**config.mk**
```make
export PLATFORM = sky130hd
export DESIGN_NAME = cc_ctrl
export DESIGN_NICKNAME = d
export VERILOG_FILES = /design/src/core/cc_pkg.sv /design/src/core/cc_mem_if.sv /design/src/core/cc_ctrl.sv /design/src/core/cc_objmem.sv
export VERILOG_INCLUDE_DIRS = /design/src /design/src/core
export SDC_FILE = /design/constraint.sdc
export NUM_CORES = 2
export LEC_CHECK = 0
export ABC_AREA = 1
export BUFFER_PORTS_ARGS = -buffer_cell sky130_fd_sc_hd__buf_2
export CELL_PAD_IN_SITES_DETAIL_PLACEMENT = 1
export CELL_PAD_IN_SITES_GLOBAL_PLACEMENT = 2
export CORE_MARGIN = 4
export CORE_UTILIZATION = 41
export DETAILED_ROUTE_END_ITERATION = 8
export PLACE_DENSITY_LB_ADDON = 0.1
export SETUP_SLACK_MARGIN = 0.15
export SKIP_LAST_GASP = 1
export SYNTH_ARGS = -nofsm -noshare
export SYNTH_HDL_FRONTEND = slang
export SYNTH_SLANG_ARGS = --single-unit
export TNS_END_PERCENT = 50
```
**constraint.sdc**
```tcl
create_clock -name pclk -period 4.7 [get_ports pclk]
set_input_delay 1.175 -clock pclk [delete_from_list [all_inputs] [get_ports pclk]]
set_output_delay 1.175 -clock pclk [all_outputs]
set_load 0.03 [all_outputs]
```
**src/core/cc_defines.svh**
```systemverilog
`ifndef CC_DEFINES_SVH
`define CC_DEFINES_SVH
// register byte offsets
`define CC_OFF_CTL      8'h00
`define CC_OFF_BITTIM   8'h04
`define CC_OFF_ERRCNT   8'h08
`define CC_OFF_STATUS   8'h0C
`define CC_OFF_CAUSE    8'h10
`define CC_OFF_PEND     8'h14
`define CC_OFF_INTCLR   8'h18
`define CC_OFF_INTEN    8'h1C
`define CC_OFF_OBJSEL   8'h20
`define CC_OFF_OBJDATA  8'h24
`define CC_OFF_TXREQ    8'h28
// field positions
`define CC_CTL_EN       0
`define CC_BT_QDIV      7:0
`define CC_BT_PP1       11:8
`define CC_BT_PH2       14:12
`define CC_BT_SJW       17:16
`define CC_BT_MASK      32'h0003_7FFF
`define CC_ERR_TX       7:0
`define CC_ERR_RX       15:8
`define CC_ERR_RP       16
`define CC_IE_MASTER    0
`define CC_IE_STATUS    1
// reset values
`define CC_BITTIM_RST   32'h0000_1401
`define CC_INTEN_RST    2'h0
// constants
`define CC_STATUS_ID    6'h20
`define CC_STATUS_CODE  32'h0000_8000
`define CC_NUM_OBJ      32
`define CC_ERR_PASSIVE  8'h80
`define CC_ERR_MAX      8'hFF
`define CC_TX_ERR_STEP  8'h08
`define CC_ONE8         8'h01
`define CC_ONE4         4'h1
`define CC_ONE3         3'h1
`endif

```
**src/core/cc_pkg.sv**
```systemverilog
`default_nettype none
package cc_pkg;
  // position inside one nominal bit
  typedef enum logic [1:0] {
    CC_SEG_SYNC  = 2'b00,
    CC_SEG_TSEG1 = 2'b01,
    CC_SEG_TSEG2 = 2'b10
  } cc_seg_t;
  typedef logic [4:0]  cc_obj_idx_t;
  typedef logic [31:0] cc_word_t;
endpackage : cc_pkg
`default_nettype wire

```
**src/core/cc_mem_if.sv**
```systemverilog
`default_nettype none
interface cc_mem_if;
  import cc_pkg::*;
  logic        ce;
  logic        we;
  cc_obj_idx_t waddr;
  cc_word_t    wdata;
  cc_obj_idx_t raddr_a;
  cc_word_t    rdata_a;
  cc_obj_idx_t raddr_b;
  cc_word_t    rdata_b;
  modport ctl (output ce, we, waddr, wdata, raddr_a, raddr_b, input rdata_a, rdata_b);
  modport mem (input ce, we, waddr, wdata, raddr_a, raddr_b, output rdata_a, rdata_b);
endinterface : cc_mem_if
`default_nettype wire

```
**src/core/cc_ctrl.sv**
```systemverilog
// How it works
// RULE_01: a bit is one sync quantum, then prop+phase1 quanta, then phase2 quanta.
// RULE_02: quantum length is the clock divided by the programmable quantum divisor.
// RULE_03: prop_phase1, phase2 and jump width are separate fields counted in quanta.
// RULE_04: software reads the timing fields and divisor back exactly as written.
// RULE_05: software picks the closest rate not above the request.
// RULE_06: software keeps old timing and reports zero for an impossible rate.
// RULE_07: while disabled no bus traffic is processed.
// RULE_08: disable keeps controller state and object contents intact.
// RULE_09: once enabled pending frames are sent and received frames processed.
// RULE_10: after reset the controller is disabled; object memory is undefined.
// RULE_11: software clears every object before the first enable.
// RULE_12: software initialises and sets bit timing before enabling.
// RULE_13: error counter register holds rx, tx counts and error-passive flag.
// RULE_14: interrupt clear names status id or object 1..32, clears only that.
// RULE_15: reading the status register clears the pending status interrupt.
// RULE_16: reading an object clears that object's pending interrupt.
// RULE_17: software clears sources early since clears take cycles.
// RULE_18: cause register shows status id or highest-priority pending object 1..32.
// RULE_19: lower-numbered objects win for transmit order and interrupt reporting.
// RULE_20: irq stays high while any enabled source pends, drops when all clear.
//
// Added by the designer: the placing of the registers and the APB register port.
`default_nettype none
`include "cc_defines.svh"
module cc_ctrl
  import cc_pkg::*;
(
  // clock, reset, enable
  input  wire logic        pclk,
  input  wire logic        presetn,
  input  wire logic        ce,
  // apb slave
  input  wire logic        psel,
  input  wire logic        penable,
  input  wire logic        pwrite,
  input  wire logic [7:0]  paddr,
  input  wire logic [31:0] pwdata,
  output logic             pready,
  output logic [31:0]      prdata,
  output logic             pslverr,
  // bus pin
  input  wire logic        can_rx_pin,
  // protocol engine events, same clock
  input  wire logic        eng_tx_done,
  input  wire logic        eng_tx_err,
  input  wire logic        eng_rx_valid,
  input  wire logic [4:0]  eng_rx_obj,
  input  wire logic [31:0] eng_rx_data,
  input  wire logic        eng_rx_err,
  // to protocol engine
  output logic             bus_active,
  output logic             tx_req_valid,
  output logic [4:0]       tx_req_obj,
  output logic [31:0]      tx_req_data,
  output logic             quantum_tick,
  output logic             sample_tick,
  output logic             bit_tick,
  output logic             rx_bit,
  output logic [1:0]       sync_jump_width,
  // interrupt
  output logic             irq
);
  cc_mem_if mif ();
  cc_objmem u_mem (.pclk(pclk), .mp(mif.mem));

  logic        en_r;
  logic [31:0] bittim_r;
  logic [1:0]  inten_r;
  cc_obj_idx_t objsel_r;
  logic [31:0] txpend_r, objpend_r;
  logic        stat_pend_r, st_tx_r, st_rx_r, st_err_r;
  logic [7:0]  tx_cnt_r, rx_cnt_r;
  logic        ack_r;
  logic [31:0] prdata_r;
  logic        rx_s1_r, rx_s2_r;
  logic [7:0]  presc_r;
  logic [3:0]  qcnt_r;
  cc_seg_t     seg_r, seg_nxt;
  logic        txv_r;
  cc_obj_idx_t txo_r;

  // apb decode; one wait state so read data comes from a flop
  logic wr_go, rd_go, hit, first_acc;
  assign first_acc = psel && penable && !ack_r;
  assign wr_go = psel && penable && ack_r && pwrite;
  assign rd_go = psel && penable && ack_r && !pwrite;
  assign pready = ack_r;
  assign prdata = prdata_r;
  always_comb begin
    case (paddr)
      `CC_OFF_CTL, `CC_OFF_BITTIM, `CC_OFF_ERRCNT, `CC_OFF_STATUS, `CC_OFF_CAUSE,
      `CC_OFF_PEND, `CC_OFF_INTCLR, `CC_OFF_INTEN, `CC_OFF_OBJSEL, `CC_OFF_OBJDATA,
      `CC_OFF_TXREQ: hit = 1'b1;
      default:       hit = 1'b0;
    endcase
  end
  assign pslverr = ack_r && psel && penable && !hit;

  always_ff @(posedge pclk or negedge presetn) begin
    if (!presetn) begin
      ack_r <= 1'b0;
    end else if (ce) begin
      ack_r <= first_acc;
    end
  end

  // derived timing fields, zero treated as one
  logic [7:0] qdiv;
  logic [3:0] pp1;
  logic [2:0] ph2;
  assign qdiv = (bittim_r[`CC_BT_QDIV] == 8'h00) ? `CC_ONE8 : bittim_r[`CC_BT_QDIV]; // RULE_02
  assign pp1  = (bittim_r[`CC_BT_PP1] == 4'h0) ? `CC_ONE4 : bittim_r[`CC_BT_PP1];
  assign ph2  = (bittim_r[`CC_BT_PH2] == 3'h0) ? `CC_ONE3 : bittim_r[`CC_BT_PH2];
  assign sync_jump_width = bittim_r[`CC_BT_SJW]; // RULE_03

  // highest-priority pending object: lowest index wins
  logic        obj_any;
  cc_obj_idx_t obj_top, tx_top;
  always_comb begin
    obj_top = '0;
    tx_top  = '0;
    for (int i = `CC_NUM_OBJ - 1; i >= 0; i--) begin
      if (objpend_r[i]) obj_top = 5'(i); // RULE_19
      if (txpend_r[i])  tx_top  = 5'(i); // RULE_19
    end
  end
  assign obj_any = |objpend_r;

  // cause value: status first, then object number 1..32, else zero
  logic [31:0] cause;
  always_comb begin
    if (stat_pend_r)  cause = `CC_STATUS_CODE; // RULE_18
    else if (obj_any) cause = {26'h0, 6'(obj_top) + 6'h01}; // RULE_18
    else              cause = 32'h0000_0000;
  end

  // read mux, registered in first access cycle
  always_ff @(posedge pclk or negedge presetn) begin
    if (!presetn) begin
      prdata_r <= 32'h0000_0000;
    end else if (ce && first_acc) begin
      case (paddr)
        `CC_OFF_CTL:     prdata_r <= {31'h0, en_r};
        `CC_OFF_BITTIM:  prdata_r <= bittim_r; // RULE_04
        `CC_OFF_ERRCNT:  prdata_r <= {15'h0, (rx_cnt_r >= `CC_ERR_PASSIVE), rx_cnt_r,
                                      tx_cnt_r}; // RULE_13
        `CC_OFF_STATUS:  prdata_r <= {27'h0, st_err_r, st_rx_r, st_tx_r,
                                      (rx_cnt_r >= `CC_ERR_PASSIVE), en_r};
        `CC_OFF_CAUSE:   prdata_r <= cause;
        `CC_OFF_PEND:    prdata_r <= objpend_r;
        `CC_OFF_INTEN:   prdata_r <= {30'h0, inten_r};
        `CC_OFF_OBJSEL:  prdata_r <= {27'h0, objsel_r};
        `CC_OFF_OBJDATA: prdata_r <= mif.rdata_a;
        `CC_OFF_TXREQ:   prdata_r <= txpend_r;
        default:         prdata_r <= 32'h0000_0000;
      endcase
    end
  end

  // control and configuration; disable clears only the prescaler, segment sequencer and transmit offer
  always_ff @(posedge pclk or negedge presetn) begin
    if (!presetn) begin
      en_r     <= 1'b0; // RULE_10
      bittim_r <= `CC_BITTIM_RST;
      inten_r  <= `CC_INTEN_RST;
      objsel_r <= '0;
    end else if (ce && wr_go) begin
      case (paddr)
        `CC_OFF_CTL:    en_r     <= pwdata[`CC_CTL_EN]; // RULE_08
        `CC_OFF_BITTIM: bittim_r <= pwdata & `CC_BT_MASK; // RULE_03
        `CC_OFF_INTEN:  inten_r  <= pwdata[1:0];
        `CC_OFF_OBJSEL: objsel_r <= pwdata[4:0];
        default:        ;
      endcase
    end
  end

  // events count only while the controller is on the bus
  logic rx_evt, txd_evt, txe_evt, rxe_evt;
  assign rx_evt  = en_r && eng_rx_valid; // RULE_07
  assign txd_evt = en_r && eng_tx_done;
  assign txe_evt = en_r && eng_tx_err;
  assign rxe_evt = en_r && eng_rx_err;
  assign bus_active = en_r;

  // object memory: host writes win, engine writes received data otherwise
  logic host_mw;
  assign host_mw      = wr_go && (paddr == `CC_OFF_OBJDATA);
  assign mif.ce       = ce;
  assign mif.we       = host_mw || rx_evt; // RULE_09
  assign mif.waddr    = host_mw ? objsel_r : eng_rx_obj;
  assign mif.wdata    = host_mw ? pwdata : eng_rx_data;
  assign mif.raddr_a  = objsel_r;
  assign mif.raddr_b  = tx_top;

  // per-object pending transmit and interrupt flags; set beats clear
  logic clr_hit_obj, clr_hit_stat, obj_rd;
  assign clr_hit_obj  = wr_go && (paddr == `CC_OFF_INTCLR) && (pwdata[31:6] == 26'h0)
                        && (pwdata[5:0] != 6'h00) && (pwdata[5:0] <= 6'd32); // RULE_14
  assign clr_hit_stat = wr_go && (paddr == `CC_OFF_INTCLR) && (pwdata == `CC_STATUS_CODE);
  assign obj_rd       = rd_go && (paddr == `CC_OFF_OBJDATA);
  genvar g;
  generate
    for (g = 0; g < `CC_NUM_OBJ; g++) begin : g_obj
      logic set_i, txdone_i, clr_i, txset_i;
      assign txdone_i = txd_evt && txv_r && (txo_r == 5'(g));
      assign set_i    = txdone_i || (rx_evt && (eng_rx_obj == 5'(g)));
      assign clr_i    = (clr_hit_obj && (pwdata[5:0] == 6'(g + 1))) // RULE_14
                        || (obj_rd && (objsel_r == 5'(g))); // RULE_16
      assign txset_i  = wr_go && (paddr == `CC_OFF_TXREQ) && pwdata[g];
      always_ff @(posedge pclk or negedge presetn) begin
        if (!presetn) begin
          objpend_r[g] <= 1'b0;
          txpend_r[g]  <= 1'b0;
        end else if (ce) begin
          if (set_i) objpend_r[g] <= 1'b1;
          else if (clr_i) objpend_r[g] <= 1'b0;
          if (txset_i) txpend_r[g] <= 1'b1;
          else if (txdone_i) txpend_r[g] <= 1'b0;
        end
      end
    end
  endgenerate

  // transmit request: one cycle behind choice so data and number line up
  always_ff @(posedge pclk or negedge presetn) begin
    if (!presetn) begin
      txv_r <= 1'b0;
      txo_r <= '0;
    end else if (ce) begin
      txv_r <= en_r && (|txpend_r) && !(txd_evt && txv_r); // RULE_09
      txo_r <= tx_top; // RULE_19
    end
  end
  assign tx_req_valid = txv_r && en_r; // RULE_07 offer drops with enable, not a cycle later
  assign tx_req_obj   = txo_r;
  assign tx_req_data  = mif.rdata_b;

  // status flags and status interrupt; read of status clears them
  logic st_rd, st_evt;
  assign st_rd  = rd_go && (paddr == `CC_OFF_STATUS);
  assign st_evt = txd_evt || rx_evt || txe_evt || rxe_evt;
  always_ff @(posedge pclk or negedge presetn) begin
    if (!presetn) begin
      stat_pend_r <= 1'b0;
      st_tx_r     <= 1'b0;
      st_rx_r     <= 1'b0;
      st_err_r    <= 1'b0;
    end else if (ce) begin
      stat_pend_r <= st_evt || (stat_pend_r && !st_rd && !clr_hit_stat); // RULE_15
      st_tx_r     <= txd_evt || (st_tx_r && !st_rd);
      st_rx_r     <= rx_evt || (st_rx_r && !st_rd);
      st_err_r    <= txe_evt || rxe_evt || (st_err_r && !st_rd);
    end
  end

  // error counters, saturating: tx steps up by eight, rx by one
  always_ff @(posedge pclk or negedge presetn) begin
    if (!presetn) begin
      tx_cnt_r <= 8'h00;
      rx_cnt_r <= 8'h00;
    end else if (ce) begin
      if (txe_evt) begin
        tx_cnt_r <= (tx_cnt_r > (`CC_ERR_MAX - `CC_TX_ERR_STEP)) ? `CC_ERR_MAX
                    : tx_cnt_r + `CC_TX_ERR_STEP; // RULE_13
      end else if (txd_evt && tx_cnt_r != 8'h00) begin
        tx_cnt_r <= tx_cnt_r - `CC_ONE8;
      end
      if (rxe_evt) begin
        rx_cnt_r <= (rx_cnt_r == `CC_ERR_MAX) ? `CC_ERR_MAX : rx_cnt_r + `CC_ONE8; // RULE_13
      end else if (rx_evt && rx_cnt_r != 8'h00) begin
        rx_cnt_r <= rx_cnt_r - `CC_ONE8;
      end
    end
  end

  // interrupt line: level, follows pending sources
  assign irq = inten_r[`CC_IE_MASTER]
               && ((inten_r[`CC_IE_STATUS] && stat_pend_r) || obj_any); // RULE_20

  // pin synchroniser; only the second stage is looked at
  always_ff @(posedge pclk or negedge presetn) begin
    if (!presetn) begin
      rx_s1_r <= 1'b1;
      rx_s2_r <= 1'b1;
    end else if (ce) begin
      rx_s1_r <= can_rx_pin;
      rx_s2_r <= rx_s1_r;
    end
  end

  // quantum prescaler; held at zero while disabled so a bit starts clean
  always_ff @(posedge pclk or negedge presetn) begin
    if (!presetn) begin
      presc_r <= 8'h00;
    end else if (ce) begin
      if (!en_r || quantum_tick) presc_r <= 8'h00; // RULE_07
      else presc_r <= presc_r + `CC_ONE8;
    end
  end
  assign quantum_tick = en_r && (presc_r == (qdiv - `CC_ONE8)); // RULE_02

  // segment sequencer inside one bit
  logic seg_end;
  always_comb begin
    seg_nxt = seg_r;
    seg_end = 1'b0;
    case (seg_r)
      CC_SEG_SYNC: begin
        seg_end = 1'b1; // RULE_01
        seg_nxt = CC_SEG_TSEG1;
      end
      CC_SEG_TSEG1: begin
        seg_end = (qcnt_r == pp1 - `CC_ONE4);
        if (seg_end) seg_nxt = CC_SEG_TSEG2;
      end
      CC_SEG_TSEG2: begin
        seg_end = (qcnt_r == {1'b0, ph2 - `CC_ONE3});
        if (seg_end) seg_nxt = CC_SEG_SYNC;
      end
      default: begin
        seg_nxt = CC_SEG_SYNC;
      end
    endcase
  end
  always_ff @(posedge pclk or negedge presetn) begin
    if (!presetn) begin
      seg_r  <= CC_SEG_SYNC;
      qcnt_r <= 4'h0;
    end else if (ce) begin
      if (!en_r) begin
        seg_r  <= CC_SEG_SYNC;
        qcnt_r <= 4'h0;
      end else if (quantum_tick) begin
        seg_r  <= seg_nxt; // RULE_01
        qcnt_r <= seg_end ? 4'h0 : qcnt_r + `CC_ONE4;
      end
    end
  end
  assign sample_tick = quantum_tick && (seg_r == CC_SEG_TSEG1) && seg_end;
  assign bit_tick    = quantum_tick && (seg_r == CC_SEG_TSEG2) && seg_end;

  // bus level taken at the sample point
  always_ff @(posedge pclk or negedge presetn) begin
    if (!presetn) begin
      rx_bit <= 1'b1;
    end else if (ce && sample_tick) begin
      rx_bit <= rx_s2_r;
    end
  end
endmodule : cc_ctrl
`default_nettype wire

```
**src/core/cc_objmem.sv**
```systemverilog
`default_nettype none
module cc_objmem
  import cc_pkg::*;
(
  // clock
  input wire logic pclk,
  // ports
  cc_mem_if.mem    mp
);
  // no reset: object contents are undefined until software clears them
  cc_word_t mem_r [`CC_NUM_OBJ];

  // single write port
  always_ff @(posedge pclk) begin
    if (mp.ce && mp.we) begin
      mem_r[mp.waddr] <= mp.wdata;
    end
  end

  // two registered read ports: host and protocol engine
  always_ff @(posedge pclk) begin
    if (mp.ce) begin
      mp.rdata_a <= mem_r[mp.raddr_a];
      mp.rdata_b <= mem_r[mp.raddr_b];
    end
  end
endmodule : cc_objmem
`default_nettype wire

```
**Yosys cells after proc, flatten, opt, wreduce, memory -nomap -nowiden**

Memories as Yosys holds them, arrays and structs flattened. A register that Yosys moved wholly into a read port is not among the register bits.
Cells that the tools add are included.

- Input bits: 88
- Flip-flop bits (word level): 165
- ROM bits: 0
- RAM bits: 1024
- Memories: 1
- Bits in latches: 0
- Output and inout port bits: 80
- Word-level logic and storage cells: 900

- Bitwise gates (word level): 0
- Magnitude comparators: 3
- Reduce and logical (&&, ||, !) cells: 438
- Shifts and indexed selects: 0
- $mul: 0
- Add/sub/neg operators: 10
- Divide/modulo/power cells: 0
- Eq/ne operators: 145
- Multiplexer cells: 219

Memories:

| memory | words | bits a word | rd ports | clocked after Yosys merged registers in | write ports | line | RTL |
|---|---|---|---|---|---|---|---|
| u_mem.mem_r | 32 | 32 | 2 | 2 | 1 | cc_objmem.sv:11 | `` cc_word_t mem_r [`CC_NUM_OBJ]; `` |

Operators with widths:

| cell | number |
|---|---|
| 2-to-1 mux 5 bit | 65 |
| case mux 32 bit (10 select lines) | 1 |
| equality test 5 bit, second input constant | 48 |
| logical AND 1 bit | 203 |
| AND reduction 2 bit | 71 |
| nonzero test 2 bit | 66 |
| 2-to-1 mux 1 bit | 131 |
| equality test 5 x 4 -> 1 bit, second input constant | 24 |
| equality test 6 x 5 -> 1 bit, second input constant | 16 |
| logical OR 1 bit | 75 |
| 2-to-1 mux 8 bit | 8 |
| OR reduction 32 bit | 2 |
| equality test 5 x 3 -> 1 bit, second input constant | 12 |
| equality test 6 x 4 -> 1 bit, second input constant | 8 |
| equality test 32 x 16 -> 1 bit, second input constant | 1 |
| equality test 8 x 5 -> 1 bit, second input constant | 4 |
| 2-to-1 mux 32 bit | 1 |
| equality test 5 x 2 -> 1 bit, second input constant | 6 |
| zero test 26 bit | 1 |
| equality test 6 x 3 -> 1 bit, second input constant | 4 |
| equality test 8 x 6 -> 1 bit, second input constant | 3 |
| subtractor 8 x 1 -> 8 bit, second input constant | 3 |
| adder 8 x 1 -> 8 bit, second input constant | 2 |
| equality test 8 x 4 -> 1 bit, second input constant | 2 |
| 38 further kinds | 58 |

**Longest topological paths before layout**

- Word-level depth: 36
- Mapped depth: 42
- Depth with buffers taken out: 40

**Hierarchy**

A second synthesis with hierarchy kept.

- Cells, all modules: 7550
- Area, all modules: 65160.0 um2

By module, submodules not included:

| module | area an instance (um2) | seq. area each (um2) | cells each | times used |
|---|---|---|---|---|
| cc_objmem | 54365.9 | 32671.3 | 6002 | 1 |
| cc_ctrl | 10794.1 | 4136.5 | 1548 | 1 |

**Worst setup path before layout**

Ideal clock, no wire load.

- Kind: in2reg
- From: in paddr[1]
- To: mem u_mem.mem_r[16][0] (netlist name) (enable)
- Data arrival time: 4.097 ns
- Cell stages on the path: 12
- Required time: 4.279 ns
- Buffers on the path: 1
- Setup time: 0.421 ns
- Path slack: 0.182 ns
- Cells stage by stage: nor2_1 > inv_1 > nor3_1 > inv_1 > nor2_1 > nand2_1 > clkbuf_1 > o21ai_0 > inv_1 > nor2_1 > nand2_1 > nor2_1

- Cells in the longest elaborated chain, start to end: 6
- Elaborated cells on any way between the ends: 7
- Those cells by class: eq/ne: 1; mux: 3; reduce/logical: 3

RTL lines:

| what | line | RTL |
|---|---|---|
| start, declared | cc_ctrl.sv:37 | `input wire logic [7:0] paddr,` |
| equality test 8 x 6 -> 1 bit (*) | - |  |
| logical AND 1 bit (*) | cc_ctrl.sv:189 | `` assign host_mw = wr_go && (paddr == `CC_OFF_OBJDATA); `` |
| logical OR 1 bit | cc_ctrl.sv:191 | `assign mif.we = host_mw \|\| rx_evt;` |
| logical AND 1 bit | cc_objmem.sv:15 | `if (mp.ce && mp.we) begin` |
| 2-to-1 mux 1 bit | cc_objmem.sv:15 |  |
| 2-to-1 mux 1 bit (implied by the code) | cc_objmem.sv:16 | `mem_r[mp.waddr] <= mp.wdata;` |
| end, declared | cc_objmem.sv:11 |  |

Mark *: on every way between the ends. The rest lies on a longest branch, timed or not.

**Final worst setup path**

- From: reg objpend_r[27]
- To: out irq

- Cells in the longest elaborated chain, start to end: 3

RTL lines:

| what | line | RTL |
|---|---|---|
| start, declared | cc_ctrl.sv:71 | `logic [31:0] txpend_r, objpend_r;` |
| start signal, assigned by index | cc_ctrl.sv:214 | `objpend_r[g] <= 1'b0;` |
| start signal, assigned by index | cc_ctrl.sv:217 | `if (set_i) objpend_r[g] <= 1'b1;` |
| start signal, assigned by index | cc_ctrl.sv:218 | `else if (clr_i) objpend_r[g] <= 1'b0;` |
| OR reduction 32 bit | cc_ctrl.sv:128 | `assign obj_any = \|objpend_r;` |
| logical OR 1 bit | cc_ctrl.sv:280 | `` && ((inten_r[`CC_IE_STATUS] && stat_pend_r) \|\| obj_any); `` |
| logical AND 1 bit | cc_ctrl.sv:279 | `` assign irq = inten_r[`CC_IE_MASTER] `` |
| end, declared | cc_ctrl.sv:62 | `output logic irq` |

No other way between the ends.

==> flow_metrics.env <==
export IMPL_cts_sinks=1253
export IMPL_antenna_found_initial=11
export IMPL_final_util_pct=47.5
export IMPL_r2r_start="txpend_r[30]$_DFFE_PN0P_"
export IMPL_vias_per_cell=6.11
export IMPL_drt_iter0_drc=5934
export IMPL_drive_gt1_share_pct=10.5
export IMPL_fmax_ghz=0.223
export IMPL_internal_power_uw=18800
export IMPL_firstDrtPassIters=6
export IMPL_clk_latency_ns=0.78
export IMPL_dieArea_um2=161000
export IMPL_via_count=55300
export IMPL_fin_nets=6992
export IMPL_initial_core_util_pct=41.3
export IMPL_grt_use_total_pct=33.0
export IMPL_setup_tns_ns=0
export IMPL_skew_ns=0.0346
export IMPL_outcome="finished, final reports clean"
export IMPL_cts_made_buffers=147
export IMPL_p_per_area_nw_per_um2=329
export IMPL_htreeDepth=4
export IMPL_ant_nets=0
export IMPL_ys_ff_latch=1253
export IMPL_syn_inst=6792
export IMPL_required_ns=3.52
export IMPL_syn_to_final_growth_pct=15.1
export IMPL_combinationalPowerShare_pct=2.5
export IMPL_drv_cap=0
export IMPL_final_setup_viol_count=0
export IMPL_synth_edf_count=1088
export IMPL_ios=168
export IMPL_drv_slew=0
export IMPL_drcViolationCount=0
export IMPL_ir_drop_v=0.000323
export IMPL_rsz0062_at_grt="yes"
export IMPL_yosysSeqAreaShare_pct=57.9
export IMPL_fp_dieH_um=402
export IMPL_cp_start_kind="register"
export IMPL_worst_ep_arrival_time_ns=3.30
export IMPL_switching_share_pct=22.0
export IMPL_ys_warn_count=0
export IMPL_synth_top_area_share_pct=51.4
export IMPL_port_buffers=167
export IMPL_place_gp_congestion=0.937
export IMPL_fin_crit_sh_pct=95.3
export IMPL_cts_root_buffer="clkbuf_16"
export IMPL_grt_max_degree=180
export IMPL_clkPwrFrac_pct=46.9
export IMPL_design_core_area_um2=154000
export IMPL_crit_path_end="irq"
export IMPL_wl_per_cell_um=30.2
export IMPL_syn_cell_area_um2=63500
export IMPL_overflow=0
export IMPL_cts_tree="done"
export IMPL_switching_power_uw=5280
export IMPL_yosysTopAreaCell="edfxtp_1"
export IMPL_rrSetupSlack_ns=0.50
export IMPL_period_needed_ns=4.48
export IMPL_nFillCells=17300
export IMPL_async_flop_share_pct=13.2
export IMPL_synth_flop_cell="edfxtp_1"
export IMPL_yosys_top_cells_area="edfxtp_1 (51%), nand3_1 (10%), nand2_1 (9.3%)"
export IMPL_min_path_type="primary input to asynchronous set/reset pin"
export IMPL_worstSetupPathType="register to output port"
export IMPL_seq_power_share_pct=50.6
export IMPL_startpoint="objpend_r[27]$_DFFE_PN0P_"
export IMPL_max_clock_path_buffers=3
export IMPL_syn_area_per_cell_um2=9.36
export IMPL_grt_pass1_vias=55500
export IMPL_grt_pass1_wl_um=393000
export IMPL_syn_nets=6893
export IMPL_power_leakage_uw=0.0296
export IMPL_timing_rr_end="u_mem.mp.rdata_b[23]$_DFFE_PP_"
export IMPL_finalWirelength_um=273000
export IMPL_tightest_slew_ns=1.26
export IMPL_rows=144
export IMPL_rr_worst_depth=41
export IMPL_clkTransAtPathRegs_ns=0.06
export IMPL_hpwl_um=166000
export IMPL_path_max_fanout=5
export IMPL_slew_headroom_pct=16.0
export IMPL_dieWidth_um=402
export IMPL_critPathCaptureType="output port"
export IMPL_yosysUniqueCellTypes=50
export IMPL_final_hold_viol_count=0
[cell families after synthesis]
group | synth area share [%]
fa+ha+maj | 0.256
mux | 0.0158
xor+xnor | 0.400
buf+inv | 8.22
simple gates | 22.0
flops | 57.9
compound gates | 11.2
[layer usage]
| metal | GRT usage (%) | vias to the layer above | wire length (um) |
|---|---|---|---|
| li1 | - | 24100 | - |
| met1 | 44.6 | 28400 | 114000 |
| met2 | 53.5 | 2280 | 128000 |
| met3 | 4.79 | 527 | 19100 |
| met4 | 13.3 | 6 | 12100 |
| met5 | 0 | - | 36 |
[per-stage QoR]
step           total power, uW  hold slack (ns)  std cells  area (um2)  worst slack, ns
6_report                 24000            0.422       9046       73200            0.222
5_1_grt                  24700            0.449       9045       73200           0.0257
4_1_cts                  24200            0.403       9039       73000            0.117
3_5_place_dp             13000            0.462       8778       68300            0.361
3_3_place_gp             13000            0.454       8778       68300            0.451
2_1_floorplan            12600            0.443       6792       63500            0.182
[Yosys cell counts, types with 8 or more instances]
library cell and number:
nand3b_1 64, xor2_1 22, inv_1 854, buf_1 31, nor3_1 46, nand3_1 1294, edfxtp_1 1088, ha_1 13
o21ai_0 175, o31ai_1 8, a21oi_1 71, nand2_1 1571, clkbuf_1 328, o221ai_1 271, a31oi_1 11, o22ai_1 62
a221oi_1 45, a211oi_1 25, nor2_1 161, a22o_1 14, buf_4 16, buf_2 92, nor4_1 18, nand4_1 15
a22oi_1 264, dfrtp_1 159
[how the worst min path moves through the flow]
stage	from	to	depth (start not counted)
3_5_place_dp	rx_s2_r$_DFFE_PN1P_	rx_s2_r$_DFFE_PN1P_	2
5_1_grt	presetn	prdata[10]$_DFFE_PN0P_	1
3_3_place_gp	rx_s2_r$_DFFE_PN1P_	rx_s2_r$_DFFE_PN1P_	2
2_1_floorplan	rx_s2_r$_DFFE_PN1P_	rx_s2_r$_DFFE_PN1P_	2
6_report	presetn	presc_r[4]$_DFFE_PN0P_	1
4_1_cts	presetn	prdata[10]$_DFFE_PN0P_	1
[power groups by stage]
stage               combinational, uW  clock [uW]  sequential (uW)
floorplan                         208           0            12400
global placement                  579           0            12400
detailed placement                588           0            12400
CTS                               592       11400            12200
global route                      636       11900            12200
finish                            597       11300            12200
[layout make-up]
| type | count | area [um2] | share of cell area (%) |
|---|---|---|---|
| multi-input combinational | 4204 | 22200 | 30.3 |
| clock buffer | 184 | 3920 | 5.36 |
| sequential | 1253 | 36800 | 50.3 |
| timing repair buffer | 422 | 3720 | 5.09 |
| inverter | 863 | 3270 | 4.47 |
| clock inverter | 70 | 696 | 0.951 |
| antenna | 6 | 15.0 | 0.0205 |
| tap | 2044 | 2560 | 3.50 |
[layout by cell type, fill, tap and decap left out, drive strengths merged, types with 18 or more instances in the layout]
cell,count
buf,422
nor3,46
o221ai,271
nand3,1294
a211oi,25
clkinv,57
edfxtp,1088
o21ai,175
inv,862
o22ai,62
clkbuf,184
a21oi,72
a221oi,45
nor2,161
nand3b,64
xor2,22
nor4,18
dfrtp,159
a22oi,264
nand2,1573
[worst max-delay path: stages, from the launching register on]
cell and delay, ns:
dfrtp_1 0.44, nor4_1 0.75, nand2_1 0.24, nor3_1 0.53
a21boi_0 0.31, buf_2 0.26
[sequential cells by signal, summed over array words and instances, names as in the netlist, 17 cells and up]
| register | cells |
|---|---|
| txpend_r | 32 |
| objpend_r | 32 |
| prdata | 32 |
| u_mem.mem_r | 1024 |
| u_mem.mp.rdata_a | 32 |
| u_mem.mp.rdata_b | 32 |
| bittim_r | 17 |
[timing repair]
item,CTS,global route
gates cloned,0,0
buffers inserted,7,1
hold buffers,0,0
resized for setup,9,20
endpoints found under the setup margin,3,5
pin swaps,4,5
Power figures use the tool's default switching activity.
